File: src/common/dwa_pkg.sv
// Shared constants and carrier types for the drum word/address control.
// Assumes a single 125 MHz clock; used by every design file by scope.
package dwa_pkg;
    localparam int DATA_W = 30;
    localparam int ADDR_W = 22;
    localparam int OP_W = 6;
    localparam int OP_LSB = 24;
    localparam int ANG_W = 11;
    localparam int BAND_W = 7;
    localparam int DRUM_W = 4;
    localparam int TRACK_BITS = 12;
    localparam int SLOT_BITS = 14;
    localparam int BANDS_PER_DRUM = 128;
    localparam int WORDS_PER_BAND = 2048;
    localparam int GAP_WORDS = 48;
    localparam logic [DRUM_W-1:0] MAX_DRUM = 4'h8;
    localparam logic [DRUM_W-1:0] INST_RST = 4'h3;
    localparam logic [5:0] PAD_ONES = 6'h3f;

    // Operation codes carried in the six top bits of a function word.
    localparam logic [OP_W-1:0] OP_WRITE = 6'h02;
    localparam logic [OP_W-1:0] OP_TERM_QUIET = 6'h13;
    localparam logic [OP_W-1:0] OP_TERM_INT = 6'h1b;

    // Status codes; the parity code matches the processor convention.
    localparam logic [OP_W-1:0] STS_TERM = 6'h00;
    localparam logic [OP_W-1:0] STS_ILLEGAL = 6'h01;
    localparam logic [OP_W-1:0] STS_END_FILE = 6'h02;
    localparam logic [OP_W-1:0] STS_FAULT = 6'h03;
    localparam logic [OP_W-1:0] STS_PARITY = 6'h34;

    // One drum revolution, and its length in 8 ns clock cycles.
    localparam longint REV_NS = 8430000;
    localparam longint CLK_NS = 8;
    localparam int REV_CYCLES = int'(REV_NS / CLK_NS);

    typedef struct packed {
        logic [DRUM_W-1:0] drum;
        logic [BAND_W-1:0] band;
        logic [ANG_W-1:0] ang;
    } dwa_addr_t;

    // Each slot: guard at bit 13, parity at bit 12, data in 11:0.
    typedef struct packed {
        logic [SLOT_BITS-1:0] t2;
        logic [SLOT_BITS-1:0] t1;
        logic [SLOT_BITS-1:0] t0;
    } dwa_tracks_t;

    typedef struct packed {
        logic fault;
        logic tick;
        logic [ANG_W-1:0] ang;
        dwa_tracks_t rd;
    } dwa_drum_in_t;

    typedef enum logic [1:0] {
        S_IDLE,
        S_FETCH,
        S_SEEK,
        S_OFFER
    } dwa_state_t;
endpackage

File: src/rtl/dwa_track_codec.sv
// Splits a 30-bit word over three track slots and merges it back.
// Purely combinational; the caller registers whatever it drives out.
`timescale 1ns/1ps
`default_nettype none
module dwa_track_codec (
    input wire logic [29:0] wr_word,
    output dwa_pkg::dwa_tracks_t wr_tracks,
    input wire dwa_pkg::dwa_tracks_t rd_tracks,
    output logic [29:0] rd_word,
    output logic rd_par_err
);
    function automatic logic odd_par(input logic [11:0] d);
        return ~^d;
    endfunction

    function automatic logic slot_bad(input logic [13:0] s);
        return ~^s[12:0];
    endfunction

    logic [11:0] pad_seg;

    // The six spare positions of the third track are recorded as ones.
    assign pad_seg = {dwa_pkg::PAD_ONES, wr_word[29:24]};

    // Parity covers the whole 12-position segment, padding included.
    always_comb begin
        wr_tracks.t0 = {1'b0, odd_par(wr_word[11:0]), wr_word[11:0]};
        wr_tracks.t1 = {1'b0, odd_par(wr_word[23:12]), wr_word[23:12]};
        wr_tracks.t2 = {1'b0, odd_par(pad_seg), pad_seg};
    end

    assign rd_word = {rd_tracks.t2[5:0], rd_tracks.t1[11:0],
        rd_tracks.t0[11:0]};
    assign rd_par_err = slot_bad(rd_tracks.t0) | slot_bad(rd_tracks.t1) |
        slot_bad(rd_tracks.t2);
endmodule
`default_nettype wire

File: src/rtl/dwa_ctrl.sv
// Drum control: function decode, address sequencing, word transfer.
// Assumes a processor channel on the same clock and asynchronous drum pins.
//
// Function
// Each drum holds 128 bands of three tracks, 2048 words per band.
// Bits 0-11, 12-23, 24-29 go to tracks one, two, three.
// A word fills 36 positions; six spare third-track positions are ones.
// Each track segment gets a parity bit then a guard position.
// Reads take three segments, check parity, merge into 30 bits.
// Address: drum in 21:18, band in 17:11, angle in 10:0.
// Valid drum 0-8, band 0-127, angle 0-2047.
// Start address is the low 22 bits of the function word.
// Select heads, start only when timing angle equals target angle.
// Increment after each word, carrying angle to band to drum.
// The 48-word dead gap covers head switching at band end.
// Out-of-configuration address stops with interrupt and status.
// Separate 30-bit in and out paths, each with request and acknowledge.
// A function word starts the operation, then it runs alone.
// The processor acknowledges every request on the matching path.
// On a late acknowledge stay active and wait further revolutions.
// Stay active until terminate or an interrupting condition.
// Interrupt with status for normal and abnormal events.
// Processor terminates functions that do not end by themselves.
// Parity is odd, generated and checked per track segment.
// The operation code is the six top bits of the function word.
// Parity spans all 12 positions including padding.
`timescale 1ns/1ps
`default_nettype none
module dwa_ctrl #(
    parameter int REV_CYCLES = dwa_pkg::REV_CYCLES
) (
    input wire logic clock,
    input wire logic sys_rst,
    input wire logic [3:0] inst_drums,
    input wire logic func_valid,
    input wire logic [29:0] func_word,
    output logic out_req,
    input wire logic out_ack,
    input wire logic [29:0] out_data,
    output logic in_req,
    input wire logic in_ack,
    output logic [29:0] in_data,
    output logic ext_int,
    output logic [29:0] status_word,
    output logic busy,
    output logic [3:0] head_drum,
    output logic [6:0] head_band,
    output logic head_wr_en,
    output dwa_pkg::dwa_tracks_t head_wr,
    input wire logic drum_tick,
    input wire logic [10:0] drum_ang,
    input wire dwa_pkg::dwa_tracks_t drum_rd,
    input wire logic drum_fault
);
    localparam logic [21:0] SEEK_LIMIT = 22'(2 * REV_CYCLES);

    // The plain +1 carries angle into band into drum since the fields fill
    // their widths exactly: 2047 -> 0 steps the band, band 127 the drum.
    function automatic dwa_pkg::dwa_addr_t addr_inc(
        input dwa_pkg::dwa_addr_t a);
        return dwa_pkg::dwa_addr_t'(a + 22'h000001);
    endfunction

    function automatic logic addr_ok(input dwa_pkg::dwa_addr_t a,
        input logic [3:0] inst);
        return (a.drum <= dwa_pkg::MAX_DRUM) && (a.drum < inst);
    endfunction

    dwa_pkg::dwa_drum_in_t pin_in;
    dwa_pkg::dwa_drum_in_t s1_ff, s2_ff, s3_ff, stab_ff;
    logic tick_prev_ff;
    dwa_pkg::dwa_state_t state_ff;
    dwa_pkg::dwa_addr_t addr_ff;
    logic wr_mode_ff;
    logic [29:0] word_ff;
    logic [29:0] in_data_ff;
    logic in_req_ff, out_req_ff;
    logic head_wr_en_ff;
    dwa_pkg::dwa_tracks_t head_wr_ff;
    logic ext_int_ff;
    logic [29:0] status_ff;
    logic [21:0] seek_cnt_ff;
    logic [3:0] inst_ff;

    logic word_pulse, match, term_cmd, start_cmd, start_ok, timeout;
    logic fault_now, wr_done, rd_good, rd_bad, in_take, out_take;
    logic inc_ok;
    logic [5:0] op;
    dwa_pkg::dwa_addr_t start_addr, inc_addr;
    dwa_pkg::dwa_tracks_t enc_tracks;
    logic [29:0] dec_word;
    logic dec_err;

    assign pin_in = '{fault: drum_fault, tick: drum_tick, ang: drum_ang,
        rd: drum_rd};

    // The installed drum count is a strap, caught while reset is held.
    always_ff @(posedge clock) begin
        if (sys_rst) begin
            inst_ff <= inst_drums;
        end
    end

    // Drum pins are asynchronous: a change is taken once stages 2 and 3
    // agree, so a skewed multi-bit angle is never seen half updated.
    always_ff @(posedge clock) begin
        s1_ff <= pin_in;
        s2_ff <= s1_ff;
        s3_ff <= s2_ff;
        if (sys_rst) begin
            stab_ff <= '0;
            tick_prev_ff <= 1'b0;
        end else begin
            if (s2_ff == s3_ff) begin
                stab_ff <= s3_ff;
            end
            tick_prev_ff <= stab_ff.tick;
        end
    end

    dwa_track_codec u_codec (
        .wr_word(word_ff),
        .wr_tracks(enc_tracks),
        .rd_tracks(stab_ff.rd),
        .rd_word(dec_word),
        .rd_par_err(dec_err)
    );

    always_comb begin
        op = func_word[29:24];
        start_addr = dwa_pkg::dwa_addr_t'(func_word[21:0]);
        term_cmd = func_valid && (op == dwa_pkg::OP_TERM_QUIET ||
            op == dwa_pkg::OP_TERM_INT);
        start_cmd = func_valid && !term_cmd &&
            state_ff == dwa_pkg::S_IDLE;
        start_ok = start_cmd && addr_ok(start_addr, inst_ff);
        word_pulse = stab_ff.tick && !tick_prev_ff;
        fault_now = stab_ff.fault && state_ff != dwa_pkg::S_IDLE;
        match = state_ff == dwa_pkg::S_SEEK && word_pulse &&
            stab_ff.ang == addr_ff.ang;
        timeout = state_ff == dwa_pkg::S_SEEK && seek_cnt_ff == SEEK_LIMIT;
        wr_done = match && wr_mode_ff;
        rd_good = match && !wr_mode_ff && !dec_err;
        rd_bad = match && !wr_mode_ff && dec_err;
        in_take = in_req_ff && in_ack;
        out_take = out_req_ff && out_ack;
        inc_addr = addr_inc(addr_ff);
        inc_ok = addr_ok(inc_addr, inst_ff);
    end

    // Terminate wins over everything; faults next; then normal flow.
    always_ff @(posedge clock) begin
        if (sys_rst) begin
            state_ff <= dwa_pkg::S_IDLE;
        end else if (term_cmd || fault_now || timeout) begin
            state_ff <= dwa_pkg::S_IDLE;
        end else begin
            unique case (state_ff)
                dwa_pkg::S_IDLE: begin
                    if (start_ok) begin
                        state_ff <= (op == dwa_pkg::OP_WRITE) ?
                            dwa_pkg::S_FETCH : dwa_pkg::S_SEEK;
                    end
                end
                dwa_pkg::S_FETCH: begin
                    if (out_take) begin
                        state_ff <= dwa_pkg::S_SEEK;
                    end
                end
                dwa_pkg::S_SEEK: begin
                    if (rd_bad || (wr_done && !inc_ok)) begin
                        state_ff <= dwa_pkg::S_IDLE;
                    end else if (wr_done) begin
                        state_ff <= dwa_pkg::S_FETCH;
                    end else if (rd_good) begin
                        state_ff <= dwa_pkg::S_OFFER;
                    end
                end
                dwa_pkg::S_OFFER: begin
                    // A late acknowledge just costs revolutions in seek.
                    if (in_take) begin
                        state_ff <= inc_ok ? dwa_pkg::S_SEEK :
                            dwa_pkg::S_IDLE;
                    end
                end
            endcase
        end
    end

    // Heads follow addr_ff at once, so a band change settles in the gap.
    always_ff @(posedge clock) begin
        if (sys_rst) begin
            addr_ff <= '0;
            wr_mode_ff <= 1'b0;
        end else if (start_ok) begin
            addr_ff <= start_addr;
            wr_mode_ff <= (op == dwa_pkg::OP_WRITE);
        end else if (!term_cmd && (wr_done || in_take) && inc_ok) begin
            addr_ff <= inc_addr;
        end
    end

    always_ff @(posedge clock) begin
        if (sys_rst || state_ff != dwa_pkg::S_SEEK) begin
            seek_cnt_ff <= '0;
        end else begin
            seek_cnt_ff <= seek_cnt_ff + 22'h000001;
        end
    end

    always_ff @(posedge clock) begin
        if (sys_rst) begin
            out_req_ff <= 1'b0;
            in_req_ff <= 1'b0;
            word_ff <= '0;
            in_data_ff <= '0;
        end else begin
            out_req_ff <= !term_cmd && !fault_now && (
                (start_ok && op == dwa_pkg::OP_WRITE) ||
                (wr_done && inc_ok) ||
                (out_req_ff && !out_ack));
            in_req_ff <= !term_cmd && !fault_now &&
                (rd_good || (in_req_ff && !in_ack));
            if (out_take) begin
                word_ff <= out_data;
            end
            if (match && !wr_mode_ff) begin
                in_data_ff <= dec_word;
            end
        end
    end

    always_ff @(posedge clock) begin
        if (sys_rst) begin
            head_wr_en_ff <= 1'b0;
            head_wr_ff <= '0;
        end else begin
            head_wr_en_ff <= wr_done && !term_cmd && !fault_now;
            if (wr_done) begin
                head_wr_ff <= enc_tracks;
            end
        end
    end

    // Status carries the code on top and the address involved below.
    always_ff @(posedge clock) begin
        if (sys_rst) begin
            ext_int_ff <= 1'b0;
            status_ff <= '0;
        end else begin
            ext_int_ff <= 1'b1;
            if (func_valid && op == dwa_pkg::OP_TERM_INT) begin
                status_ff <= {dwa_pkg::STS_TERM, 2'h0, addr_ff};
            end else if (term_cmd) begin
                ext_int_ff <= 1'b0;
            end else if (fault_now || timeout) begin
                status_ff <= {dwa_pkg::STS_FAULT, 2'h0, addr_ff};
            end else if (start_cmd && !start_ok) begin
                status_ff <= {dwa_pkg::STS_ILLEGAL, 2'h0, start_addr};
            end else if (rd_bad) begin
                status_ff <= {dwa_pkg::STS_PARITY, 2'h0, addr_ff};
            end else if ((wr_done || in_take) && !inc_ok) begin
                status_ff <= {dwa_pkg::STS_END_FILE, 2'h0, inc_addr};
            end else begin
                ext_int_ff <= 1'b0;
            end
        end
    end

    assign out_req = out_req_ff;
    assign in_req = in_req_ff;
    assign in_data = in_data_ff;
    assign ext_int = ext_int_ff;
    assign status_word = status_ff;
    assign busy = state_ff != dwa_pkg::S_IDLE;
    assign head_drum = addr_ff.drum;
    assign head_band = addr_ff.band;
    assign head_wr_en = head_wr_en_ff;
    assign head_wr = head_wr_ff;
endmodule
`default_nettype wire

File: config.mk
export PLATFORM = sky130hd
export DESIGN_NAME = dwa_ctrl
export DESIGN_NICKNAME = d
export VERILOG_FILES = /design/src/common/dwa_pkg.sv /design/src/rtl/dwa_track_codec.sv /design/src/rtl/dwa_ctrl.sv
export SDC_FILE = /design/constraint.sdc
export NUM_CORES = 1
export LEC_CHECK = 0
export ABC_AREA = 1
export BUFFER_PORTS_ARGS = -buffer_cell sky130_fd_sc_hd__buf_2
export CORE_ASPECT_RATIO = 0.7
export CORE_UTILIZATION = 34
export CTS_CLUSTER_DIAMETER = 80
export CTS_CLUSTER_SIZE = 30
export DETAILED_ROUTE_END_ITERATION = 10
export GPL_ROUTABILITY_DRIVEN = 0
export PLACE_DENSITY = 0.63
export SLEW_MARGIN = 0
export SYNTH_ARGS = -nofsm -noshare
export SYNTH_HDL_FRONTEND = slang
export SYNTH_HIERARCHICAL = 1
export SYNTH_SLANG_ARGS = --single-unit
File: constraint.sdc
create_clock -name clock -period 5.9 [get_ports clock]
set_clock_uncertainty 0.05 [all_clocks]
set_input_delay 1.18 -clock clock [delete_from_list [all_inputs] [get_ports clock]]
set_output_delay 1.18 -clock clock [all_outputs]
set_load 0.05 [all_outputs]
==> flow_summary.rst, run 1 <==
.. list-table::
   :header-rows: 1

   * - Metric
     - Value
   * - Status
     - completed
   * - Number of vias per cell after detailed routing
     - 4.63
   * - Critical Path, Cell by Cell
     - xnor2_1, nand4_1, nor4_1, nand2_1, nor2_4, and2_2, nor2_1, nor2_1
   * - Core region area
     - 48,100 um^2
   * - Critical register-to-register path startpoint
     - s3_ff[32]$_DFF_P_
   * - Final instance area
     - 18,500 um^2
   * - Hold-fix buffers, CTS
     - 0
   * - Die height
     - 187 um
   * - Global Route Usage Sum
     - 0.159
   * - Num CTS Buffers
     - 22
   * - Post-Syn Instances
     - 2,168
   * - Number of iterations in the first detailed-routing pass
     - 7
   * - Power consumption
     - 5.47 mW
   * - Detailed Route WL
     - 40.9 mm
   * - Gates resized, CTS repair
     - 0
   * - HPWL after DPL
     - 29.5 mm
   * - CP max stage delay
     - 0.98 ns
   * - Critical-path cell with the highest stage delay
     - sky130_fd_sc_hd__and2_2
   * - Worst-path fanout max
     - 53
   * - Worst endpoint required time
     - 6.36 ns
   * - Number of buffers between clock root and the deepest sink
     - 3
   * - Initial DRC count
     - 1,000
   * - Clock sink total
     - 400
   * - Relative max-transition margin
     - 0.230
   * - Most prevalent standard cell on the critical path
     - sky130_fd_sc_hd__nor2_1
   * - Worst IR Drop VDD
     - 184 uV
   * - Depth of the worst register-to-register path
     - 8
   * - Post-layout nets
     - 2,399
   * - Instance area at placement
     - 17,700 um^2
   * - Register-to-register path setup slack
     - 2.25 ns
   * - Highest clock frequency the design can meet
     - 274 MHz
   * - Fraction of layout instances using a drive strength above 1
     - 0.144
   * - Worst slew pin tran
     - 1.15 ns
   * - Largest net degree at the start of global routing
     - 127
   * - Cell total after placement
     - 2,897
   * - Initial standard-cell utilization of the core
     - 0.347
   * - Max-cap viol count
     - 0
   * - Die width
     - 267 um
   * - CTS tree
     - yes
   * - Type of the tightest min-delay check
     - register to register
   * - Hold Crit Start
     - s1_ff[40]$_DFF_P_
   * - Crit start category
     - register
   * - Final critical path time including I/O delays and setup
     - 3.65 ns
   * - Top-Level Pins
     - 242
   * - H-tree depth
     - 1
   * - Number of nets with antenna violations after routing
     - 0
   * - Mean instance size in the synthesized netlist
     - 7.70 um^2
   * - Crit path from
     - s3_ff[32]$_DFF_P_
   * - Static power due to leakage
     - 8.05 nW
   * - P per Cell Area
     - 296 nW/um^2
   * - Setup fix buffers added after clock tree synthesis
     - 0
   * - Die outline area
     - 50,000 um^2
   * - Worst slack, placed
     - 1.87 ns
   * - Path length in cells of the critical path
     - 8
   * - Number of global-route vias before repair
     - 12,526
   * - Yosys Warn Count
     - 6
   * - Hold Worst Slack
     - 0.286 ns
   * - Count of buffers inserted at the top-level ports
     - 236
   * - CP Class
     - register to register
   * - Share of the clock period used by the worst path
     - 0.619
   * - Endpoint of the lowest-slack register-to-register path
     - stab_ff[31]$_SDFFE_PP0N_
   * - Share of the core filled with cells
     - 0.385
   * - Critical path buffers and inverters
     - 0
   * - Vias post-DR
     - 13,581
   * - Diode count
     - 0
   * - RSZ-0062 raised after global routing
     - false
   * - CP Capture Type
     - register
   * - Wire length of the first global-routing pass
     - 64.8 mm
   * - Final hold violations
     - 0
   * - Final routed DRC violation total
     - 0
   * - Non-Filler Instances
     - 2,933
   * - Largest delay share family, worst path
     - simple AND/OR/NAND/NOR gates
   * - Layout area overhead
     - 10.9%
   * - Global route overflow
     - 0
   * - Worst setup path endpoint
     - stab_ff[31]$_SDFFE_PP0N_
   * - Max-slew violation count
     - 0
   * - Number of standard-cell rows in the floorplan
     - 67
   * - Clock slew at the register clock pins of the worst setup and hold paths
     - 0.10 ns
   * - Synth Cell Area
     - 16,700 um^2
   * - Setup Viol. Count Final
     - 0
   * - Worst path arrival time
     - 4.11 ns
   * - Number of antenna violations at the first check in global routing
     - 2
   * - Clock latency of the later-clocked register in the worst-skew pair
     - 0.57 ns
   * - Wire length per cell
     - 13.9 um
   * - Total negative slack for setup checks
     - 0 ns
   * - Min setup slack post-route
     - 2.25 ns
   * - Library cell used as clock root buffer
     - sky130_fd_sc_hd__clkbuf_16
-- sequential cells by signal, summed over array words and instances (netlist names), 2 cells and up --
register	flops
addr_ff	11
head_band	7
head_drum	4
head_wr	42
in_data	30
inst_ff	4
s1_ff	55
s2_ff	55
s3_ff	55
seek_cnt_ff	22
stab_ff	52
state_ff	2
status_word	25
word_ff	30
-- how the worst min path moves through the flow --
stage / cells past startpoint / slack, ns / end
floorplan: 0 / 0.26 / s2_ff[0]$_DFF_P_
global placement: 0 / 0.26 / s2_ff[27]$_DFF_P_
detailed placement: 0 / 0.26 / s2_ff[14]$_DFF_P_
CTS: 0 / 0.29 / s2_ff[14]$_DFF_P_
global route: 0 / 0.29 / s2_ff[14]$_DFF_P_
finish: 0 / 0.29 / s2_ff[40]$_DFF_P_
-- layout make-up --
| cell class | instances | area (um^2) |
|---|---|---|
| Clock buffer | 25 | 582 |
| Clock inverter | 11 | 190 |
| Fill cell | 4992 | 29600 |
| Inverter | 173 | 652 |
| Multi-Input combinational cell | 1424 | 6980 |
| Sequential cell | 400 | 8050 |
| Tap cell | 655 | 820 |
| Timing Repair Buffer | 245 | 1250 |
-- cells in the final DEF (no fill, tap or decap), types with 6 or more instances in the layout --
| cell type | instances |
|---|---|
| sky130_fd_sc_hd__dfxtp_1 | 396 |
| sky130_fd_sc_hd__buf_2 | 236 |
| sky130_fd_sc_hd__nand2_1 | 472 |
| sky130_fd_sc_hd__nand3_1 | 131 |
| sky130_fd_sc_hd__o21ai_0 | 120 |
| sky130_fd_sc_hd__xor2_1 | 47 |
| sky130_fd_sc_hd__nor2_1 | 304 |
| sky130_fd_sc_hd__nand4_1 | 25 |
| sky130_fd_sc_hd__nor4_1 | 7 |
| sky130_fd_sc_hd__nor3_1 | 13 |
| sky130_fd_sc_hd__a21oi_1 | 116 |
| sky130_fd_sc_hd__nor2_2 | 6 |
| sky130_fd_sc_hd__or2_2 | 9 |
| sky130_fd_sc_hd__clkbuf_16 | 22 |
| sky130_fd_sc_hd__nand3b_1 | 51 |
| sky130_fd_sc_hd__buf_4 | 9 |
| sky130_fd_sc_hd__xnor2_1 | 56 |
| sky130_fd_sc_hd__inv_1 | 164 |
| sky130_fd_sc_hd__conb_1 | 12 |
| sky130_fd_sc_hd__nand2_2 | 9 |
| sky130_fd_sc_hd__ha_1 | 9 |
-- where the power goes --
part	internal, mW	total [mW]	switching [mW]
logic	0.239	0.750	0.512
registers	2.82	2.92	0.0989
clock network	0.809	1.81	0.996
-- worst register-to-register path: cells and delay by family (launching register included) --
| kind | cells | cell delay [ns] |
|---|---|---|
| xor+xnor | 1 | 0.15 |
| flops | 1 | 0.33 |
| simple gates | 7 | 3.05 |
-- routing by layer --
layer	track usage	routed length [um]	vias up
met5	0	24	-
met4	0.0329	768	4
met3	0.0279	2410	46
met2	0.251	18000	342
met1	0.227	19700	6239
li1	-	-	6950
(Power assumes the default switching activity.)
==> run 2: changes to the inputs <==
Settings changed: ABC_AREA 1 to 0.
Clock period 5.9 ns to 3.6 ns, I/O delays scaled along.
==> run 2 against run 1 <==
Power grew 48%. Via count down 13%. Cell area decreased by 4.4%. Combinational power increased by 21%. Register-to-register slack got worse by 2.1 ns. Flip-flop and latch count is the same.
==> flow_summary.rst, run 2 <==
.. list-table::
   :header-rows: 1

   * - Metric
     - Value
   * - Detailed Route WL
     - 40.1 mm (was 40.9 mm)
   * - Post-Syn Instances
     - 1,637 (was 2,168)
   * - Worst endpoint required time
     - 4.00 ns (was 6.36 ns)
   * - Global route overflow
     - 0 (unchanged)
   * - Most frequent cells in the layout
     - sky130_fd_sc_hd__dfxtp_1, sky130_fd_sc_hd__nand2_1, sky130_fd_sc_hd__buf_2, sky130_fd_sc_hd__nor2_1, sky130_fd_sc_hd__a21oi_1 (was sky130_fd_sc_hd__nand2_1, sky130_fd_sc_hd__dfxtp_1, sky130_fd_sc_hd__nor2_1, sky130_fd_sc_hd__buf_2, sky130_fd_sc_hd__inv_1)
   * - Wire length of the first global-routing pass
     - 61.9 mm (was 64.8 mm)
   * - Die height
     - 181 um (was 187 um)
   * - Number of iterations in the first detailed-routing pass
     - 5 (was 7)
   * - Highest clock frequency the design can meet
     - 291 MHz (was 274 MHz)
   * - Worst IR Drop VDD
     - 295 uV (was 184 uV)
   * - Synth Cell Area
     - 15,600 um^2 (was 16,700 um^2)
   * - Total negative slack for setup checks
     - 0 ns (unchanged)
   * - Hold-fix buffers, CTS
     - 0 (unchanged)
   * - Global Route Usage Sum
     - 0.167 (was 0.159)
   * - Post-layout nets
     - 1,921 (was 2,399)
   * - Core region area
     - 45,100 um^2 (was 48,100 um^2)
   * - Largest registers in the final layout
     - s1_ff: 55 flops, s2_ff: 55 flops, s3_ff: 55 flops (unchanged)
   * - Crit start category
     - register (unchanged)
   * - Cell total after placement
     - 2,370 (was 2,897)
   * - Vias post-DR
     - 11,767 (was 13,581)
   * - Worst slew pin tran
     - 0.848 ns (was 1.15 ns)
   * - Layout area overhead
     - 13.8% (was 10.9%)
   * - Die outline area
     - 46,600 um^2 (was 50,000 um^2)
   * - Share of the clock period used by the worst path
     - 0.956 (was 0.619)
   * - Yosys Warn Count
     - 6 (unchanged)
   * - Hold Worst Slack
     - 0.224 ns (was 0.286 ns)
   * - Clock slew at the register clock pins of the worst setup and hold paths
     - 0.12 ns (was 0.10 ns)
   * - CP Class
     - register to register (unchanged)
   * - Fraction of layout instances using a drive strength above 1
     - 0.196 (was 0.144)
   * - Final routed DRC violation total
     - 0 (unchanged)
   * - Hold path depth
     - 1 (was 0)
   * - Library cell used as clock root buffer
     - sky130_fd_sc_hd__clkbuf_16 (unchanged)
   * - Number of nets with antenna violations after routing
     - 0 (unchanged)
   * - Final instance area
     - 17,700 um^2 (was 18,500 um^2)
   * - Number of standard-cell rows in the floorplan
     - 65 (was 67)
   * - CP Capture Type
     - register (unchanged)
   * - Mean instance size in the synthesized netlist
     - 9.50 um^2 (was 7.70 um^2)
   * - Final critical path time including I/O delays and setup
     - 3.44 ns (was 3.65 ns)
   * - Clock latency of the later-clocked register in the worst-skew pair
     - 0.55 ns (was 0.57 ns)
   * - Setup Viol. Count Final
     - 0 (unchanged)
   * - Number of global-route vias before repair
     - 11,047 (was 12,526)
   * - Depth of the worst register-to-register path
     - 14 (was 8)
   * - Number of vias per cell after detailed routing
     - 4.91 (was 4.63)
   * - Relative max-transition margin
     - 0.429 (was 0.230)
   * - Final hold violations
     - 0 (unchanged)
   * - Instance area at placement
     - 17,100 um^2 (was 17,700 um^2)
   * - Max-cap viol count
     - 0 (unchanged)
   * - Worst path arrival time
     - 3.84 ns (was 4.11 ns)
   * - Static power due to leakage
     - 7.28 nW (was 8.05 nW)
   * - Type of the tightest min-delay check
     - primary input to register (was register to register)
   * - Gates resized, CTS repair
     - 0 (unchanged)
   * - Num CTS Buffers
     - 18 (was 22)
   * - Number of antenna violations at the first check in global routing
     - 2 (unchanged)
   * - Clock sink total
     - 400 (unchanged)
   * - Max-slew violation count
     - 0 (unchanged)
   * - Initial DRC count
     - 850 (was 1,000)
   * - Number of buffers between clock root and the deepest sink
     - 3 (unchanged)
   * - Wire length per cell
     - 16.7 um (was 13.9 um)
   * - Worst-path fanout max
     - 6 (was 53)
   * - Die width
     - 258 um (was 267 um)
   * - Leading cell type in the layout, fill and taps excluded
     - sky130_fd_sc_hd__dfxtp_1 (was sky130_fd_sc_hd__nand2_1)
   * - H-tree depth
     - 1 (unchanged)
   * - Non-Filler Instances
     - 2,397 (was 2,933)
   * - Count of buffers inserted at the top-level ports
     - 236 (unchanged)
   * - Setup fix buffers added after clock tree synthesis
     - 0 (unchanged)
   * - HPWL after DPL
     - 28.9 mm (was 29.5 mm)
   * - Status
     - completed (unchanged)
   * - Power consumption
     - 8.09 mW (was 5.47 mW)
   * - Largest net degree at the start of global routing
     - 88 (was 127)
   * - CTS tree
     - yes (unchanged)
   * - Initial standard-cell utilization of the core
     - 0.345 (was 0.347)
   * - P per Cell Area
     - 457 nW/um^2 (was 296 nW/um^2)
   * - Top-Level Pins
     - 242 (unchanged)
[run 2: changes by cell type in the layout (fill, tap and decap cells not counted), moves of 20 or more]
cell,delta
sky130_fd_sc_hd__a311oi_1,+22
sky130_fd_sc_hd__buf_4,+54
sky130_fd_sc_hd__inv_1,-144
sky130_fd_sc_hd__mux2i_1,+67
sky130_fd_sc_hd__nand2_1,-233
sky130_fd_sc_hd__nand2b_1,+20
sky130_fd_sc_hd__nand3_1,-102
sky130_fd_sc_hd__nand3b_1,-51
sky130_fd_sc_hd__nor2_1,-175
sky130_fd_sc_hd__o21ai_0,-103
sky130_fd_sc_hd__o31ai_1,+20
sky130_fd_sc_hd__or4_1,+24
sky130_fd_sc_hd__xnor2_1,+31
[run 2: cell type report]
class | count | area (um^2)
Multi-Input combinational cell | 1046 | 6530
Timing Repair Buffer | 302 | 1720
Clock buffer | 20 | 479
Sequential cell | 400 | 8050
Clock inverter | 5 | 85.1
Antenna cell | 1 | 2.50
Tap cell | 603 | 754
Inverter | 20 | 75.1
Fill cell | 4498 | 27400
[run 2: power by group]
| part | switching, mW | total [mW] | internal (mW) |
|---|---|---|---|
| Combinational | 0.575 | 0.904 | 0.329 |
| Clock | 1.43 | 2.50 | 1.07 |
| Sequential | 0.0949 | 4.68 | 4.59 |
[run 2: worst max-delay path, cell delays in order, from the launching register on]
cell and delay [ns]:
sky130_fd_sc_hd__dfxtp_1 0.41, sky130_fd_sc_hd__ha_1 0.26, sky130_fd_sc_hd__nand3_1 0.12, sky130_fd_sc_hd__nor2_1 0.26
sky130_fd_sc_hd__nand3_1 0.20, sky130_fd_sc_hd__xnor2_1 0.17, sky130_fd_sc_hd__ha_1 0.18, sky130_fd_sc_hd__a21oi_1 0.19
sky130_fd_sc_hd__buf_4 0.15, sky130_fd_sc_hd__nand3_1 0.08, sky130_fd_sc_hd__nand2_2 0.14, sky130_fd_sc_hd__o2bb2ai_4 0.14
sky130_fd_sc_hd__buf_4 0.17, sky130_fd_sc_hd__or4_1 0.52, sky130_fd_sc_hd__a311oi_2 0.29
[run 2: metal layers]
metal | wire [um] | vias to the layer above | global-route usage
li1 | - | 5765 | -
met1 | 19200 | 5546 | 0.243
met2 | 17200 | 397 | 0.251
met3 | 2680 | 57 | 0.0332
met4 | 927 | 2 | 0.0402
met5 | 17 | - | 0
[run 2: stage by stage]
| stage | util | worst slack, ns |
|---|---|---|
| after detailed placement | 0.379 | 0.0819 |
| after global placement | 0.379 | 0.137 |
| after CTS | 0.391 | 0.0433 |
| after global routing | 0.393 | -0.0183 |
| final | 0.393 | 0.158 |
| after floorplan | - | 0.239 |
[run 2: path summary, 6_finish.rpt]
path                                         startpoint                   endpoint  slack [ns]
worst max-delay path            addr_ff[0]$_SDFFE_PP0P_  head_band[2]$_SDFFE_PP0P_        0.16
worst min-delay path                        drum_rd[21]          s1_ff[21]$_DFF_P_        0.22
worst max register to register  addr_ff[0]$_SDFFE_PP0P_  head_band[2]$_SDFFE_PP0P_        0.16
worst min register to register        s1_ff[18]$_DFF_P_          s2_ff[18]$_DFF_P_        0.28
==> run 3: changes to the inputs <==
Settings changed: GPL_TIMING_DRIVEN set to 0.
Clock period 3.6 ns to 3.45 ns, I/O delays scaled along.
==> run 3 against run 2 <==
The run now ends with negative setup slack left. Critical endpoint is now head_band[5]$_SDFFE_PP0P_. Non-clock buffer count is 145 higher. Sequential share of layout area is 2.5 points lower. Power is 8.3% higher. Sequential power is 4.9% higher.
==> flow_summary.rst, run 3 (same netlist as run 2, synthesis figures left out) <==
.. list-table::
   :header-rows: 1

   * - Metric
     - Value
   * - Min setup slack post-route
     - -0.0221 ns (was 0.158 ns)
   * - Detailed Route WL
     - 44.8 mm (was 40.1 mm)
   * - Clock latency of the later-clocked register in the worst-skew pair
     - 0.55 ns (about the same)
   * - Library cell used as clock root buffer
     - sky130_fd_sc_hd__clkbuf_16 (unchanged)
   * - RSZ-0062 raised after global routing
     - true
   * - Leading cell type in the layout, fill and taps excluded
     - sky130_fd_sc_hd__dfxtp_1 (unchanged)
   * - Met3 layer usage reported by global route
     - 0.0501 (was 0.0332)
   * - CTS tree
     - yes (unchanged)
   * - Instance area at placement
     - 17,500 um^2 (was 17,100 um^2)
   * - Share of the clock period used by the worst path
     - 1.01 (was 0.956)
   * - Final critical path time including I/O delays and setup
     - 3.47 ns (was 3.44 ns)
   * - P per Cell Area
     - 465 nW/um^2 (was 457 nW/um^2)
   * - Number of global-route vias before repair
     - 12,003 (was 11,047)
   * - CP Capture Type
     - register (unchanged)
   * - Die height
     - 181 um (unchanged)
   * - Worst path arrival time
     - 3.80 ns (was 3.84 ns)
   * - Initial DRC count
     - 1,060 (was 850)
   * - Largest registers in the final layout
     - s1_ff: 55 flops, s2_ff: 55 flops, s3_ff: 55 flops (unchanged)
   * - Grt peak-use layer
     - met2 (unchanged)
   * - H-tree depth
     - 1 (unchanged)
   * - Hold Worst Slack
     - 0.179 ns (was 0.224 ns)
   * - Global Route Usage Sum
     - 0.185 (was 0.167)
   * - Worst slew pin tran
     - 1.10 ns (was 0.848 ns)
   * - Fraction of layout instances using a drive strength above 1
     - 0.245 (was 0.196)
   * - Failing checks
     - negative setup slack
   * - Die width
     - 258 um (unchanged)
   * - Final routed DRC violation total
     - 0 (unchanged)
   * - Power consumption
     - 8.76 mW (was 8.09 mW)
   * - Max-slew violation count
     - 0 (unchanged)
   * - Number of vias per cell after detailed routing
     - 4.93 (was 4.91)
   * - Relative max-transition margin
     - 0.266 (was 0.429)
   * - Number of buffers between clock root and the deepest sink
     - 3 (unchanged)
   * - Top-Level Pins
     - 242 (unchanged)
   * - Worst-path fanout max
     - 10 (was 6)
   * - Crit start category
     - register (unchanged)
   * - Worst endpoint required time
     - 3.78 ns (was 4.00 ns)
   * - Hold path depth
     - 1 (unchanged)
   * - Highest clock frequency the design can meet
     - 288 MHz (was 291 MHz)
   * - Depth of the worst register-to-register path
     - 12 (was 14)
   * - Clock slew at the register clock pins of the worst setup and hold paths
     - 0.11 ns (was 0.12 ns)
   * - Type of the tightest min-delay check
     - primary input to register (unchanged)
   * - Global-route track usage on met2
     - 0.280 (was 0.251)
   * - Share of the core filled with cells
     - 0.418 (was 0.393)
   * - Setup Viol. Count Final
     - 2 (was 0)
   * - Count of buffers inserted at the top-level ports
     - 236 (unchanged)
   * - HPWL after DPL
     - 33.4 mm (was 28.9 mm)
   * - Number of iterations in the first detailed-routing pass
     - 6 (was 5)
   * - Worst IR Drop VDD
     - 372 uV (was 295 uV)
   * - Clock sink total
     - 400 (unchanged)
   * - Wire length per cell
     - 17.6 um (was 16.7 um)
   * - Max-cap viol count
     - 0 (unchanged)
   * - Status
     - finished, violations left (was completed)
   * - Wire length of the first global-routing pass
     - 68.0 mm (was 61.9 mm)
   * - Die outline area
     - 46,600 um^2 (unchanged)
   * - Worst slack, placed
     - -0.742 ns (was 0.0819 ns)
   * - Post-layout nets
     - 2,067 (was 1,921)
   * - Initial standard-cell utilization of the core
     - 0.345 (unchanged)
   * - Num CTS Buffers
     - 20 (was 18)
   * - Total negative slack for setup checks
     - -0.0305 ns (was 0 ns)
   * - Vias post-DR
     - 12,564 (was 11,767)
   * - Largest net degree at the start of global routing
     - 31 (was 88)
   * - Hold-fix buffers, CTS
     - 0 (unchanged)
   * - Number of nets with antenna violations after routing
     - 0 (unchanged)
   * - Number of antenna violations at the first check in global routing
     - 7 (was 2)
   * - Final hold violations
     - 0 (unchanged)
   * - Met1 demand-to-capacity share in global routing
     - 0.262 (was 0.243)
   * - Layout area overhead
     - 21.0% (was 13.8%)
   * - Cell total after placement
     - 2,485 (was 2,370)
   * - Static power due to leakage
     - 7.88 nW (was 7.28 nW)
   * - Most frequent cells in the layout
     - sky130_fd_sc_hd__dfxtp_1, sky130_fd_sc_hd__nand2_1, sky130_fd_sc_hd__buf_2, sky130_fd_sc_hd__nor2_1, sky130_fd_sc_hd__a21oi_1 (unchanged)
   * - Final instance area
     - 18,800 um^2 (was 17,700 um^2)
   * - Number of standard-cell rows in the floorplan
     - 65 (unchanged)
   * - Global route overflow
     - 0 (unchanged)
   * - Non-Filler Instances
     - 2,549 (was 2,397)
   * - Core region area
     - 45,100 um^2 (unchanged)
   * - CP Class
     - register to register (unchanged)
-- run 3: what timing repair did --
item / CTS / global route
endpoints found under the setup margin: 51 / 51
buffers inserted: 24 / 13
resized for setup: 53 / 53
gates cloned: 0 / 0
pin swaps: 15 / 21
-- run 3: routing by layer --
layer	vias up	wire length [um]	part of all wire
met5	-	51	0.0011
met4	8	1210	0.027
met3	101	3900	0.087
li1	6084	-	-
met1	5842	20800	0.46
met2	529	18900	0.42
-- run 3: worst max-delay path: stages, from the launching register on --
cell,delay [ns]
sky130_fd_sc_hd__dfxtp_1,0.33
sky130_fd_sc_hd__buf_6,0.12
sky130_fd_sc_hd__buf_4,0.16
sky130_fd_sc_hd__xnor2_1,0.29
sky130_fd_sc_hd__nand4_2,0.24
sky130_fd_sc_hd__nor4_4,0.36
sky130_fd_sc_hd__a21oi_2,0.09
sky130_fd_sc_hd__or2_1,0.21
sky130_fd_sc_hd__clkbuf_1,0.24
sky130_fd_sc_hd__clkbuf_1,0.34
sky130_fd_sc_hd__clkbuf_2,0.34
sky130_fd_sc_hd__o31ai_1,0.39
sky130_fd_sc_hd__a311oi_2,0.15
-- run 3: final cells by class --
class / count / area, um^2
clock buffer: 22 / 539
multi-input combinational: 1045 / 6710
fill: 4439 / 26200
timing repair buffer: 273 / 1470
buffer: 174 / 1070
antenna: 3 / 7.51
inverter: 20 / 75.1
sequential: 400 / 8080
tap: 603 / 754
clock inverter: 9 / 121
-- run 3: path summary, 6_finish.rpt --
| kind | startpoint | endpoint | slack [ns] |
|---|---|---|---|
| worst max register to register | addr_ff[10]$_SDFFE_PP0P_ | head_band[5]$_SDFFE_PP0P_ | -0.02 |
| worst min register to register | s1_ff[23]$_DFF_P_ | s2_ff[23]$_DFF_P_ | 0.28 |
| worst min-delay path | drum_rd[8] | s1_ff[8]$_DFF_P_ | 0.18 |
| worst max-delay path | addr_ff[10]$_SDFFE_PP0P_ | head_band[5]$_SDFFE_PP0P_ | -0.02 |
-- run 3: report_power, final --
| group | total, mW | internal [mW] | switching [mW] |
|---|---|---|---|
| combinational | 1.00 | 0.368 | 0.633 |
| clock | 2.85 | 1.21 | 1.64 |
| sequential | 4.91 | 4.79 | 0.127 |
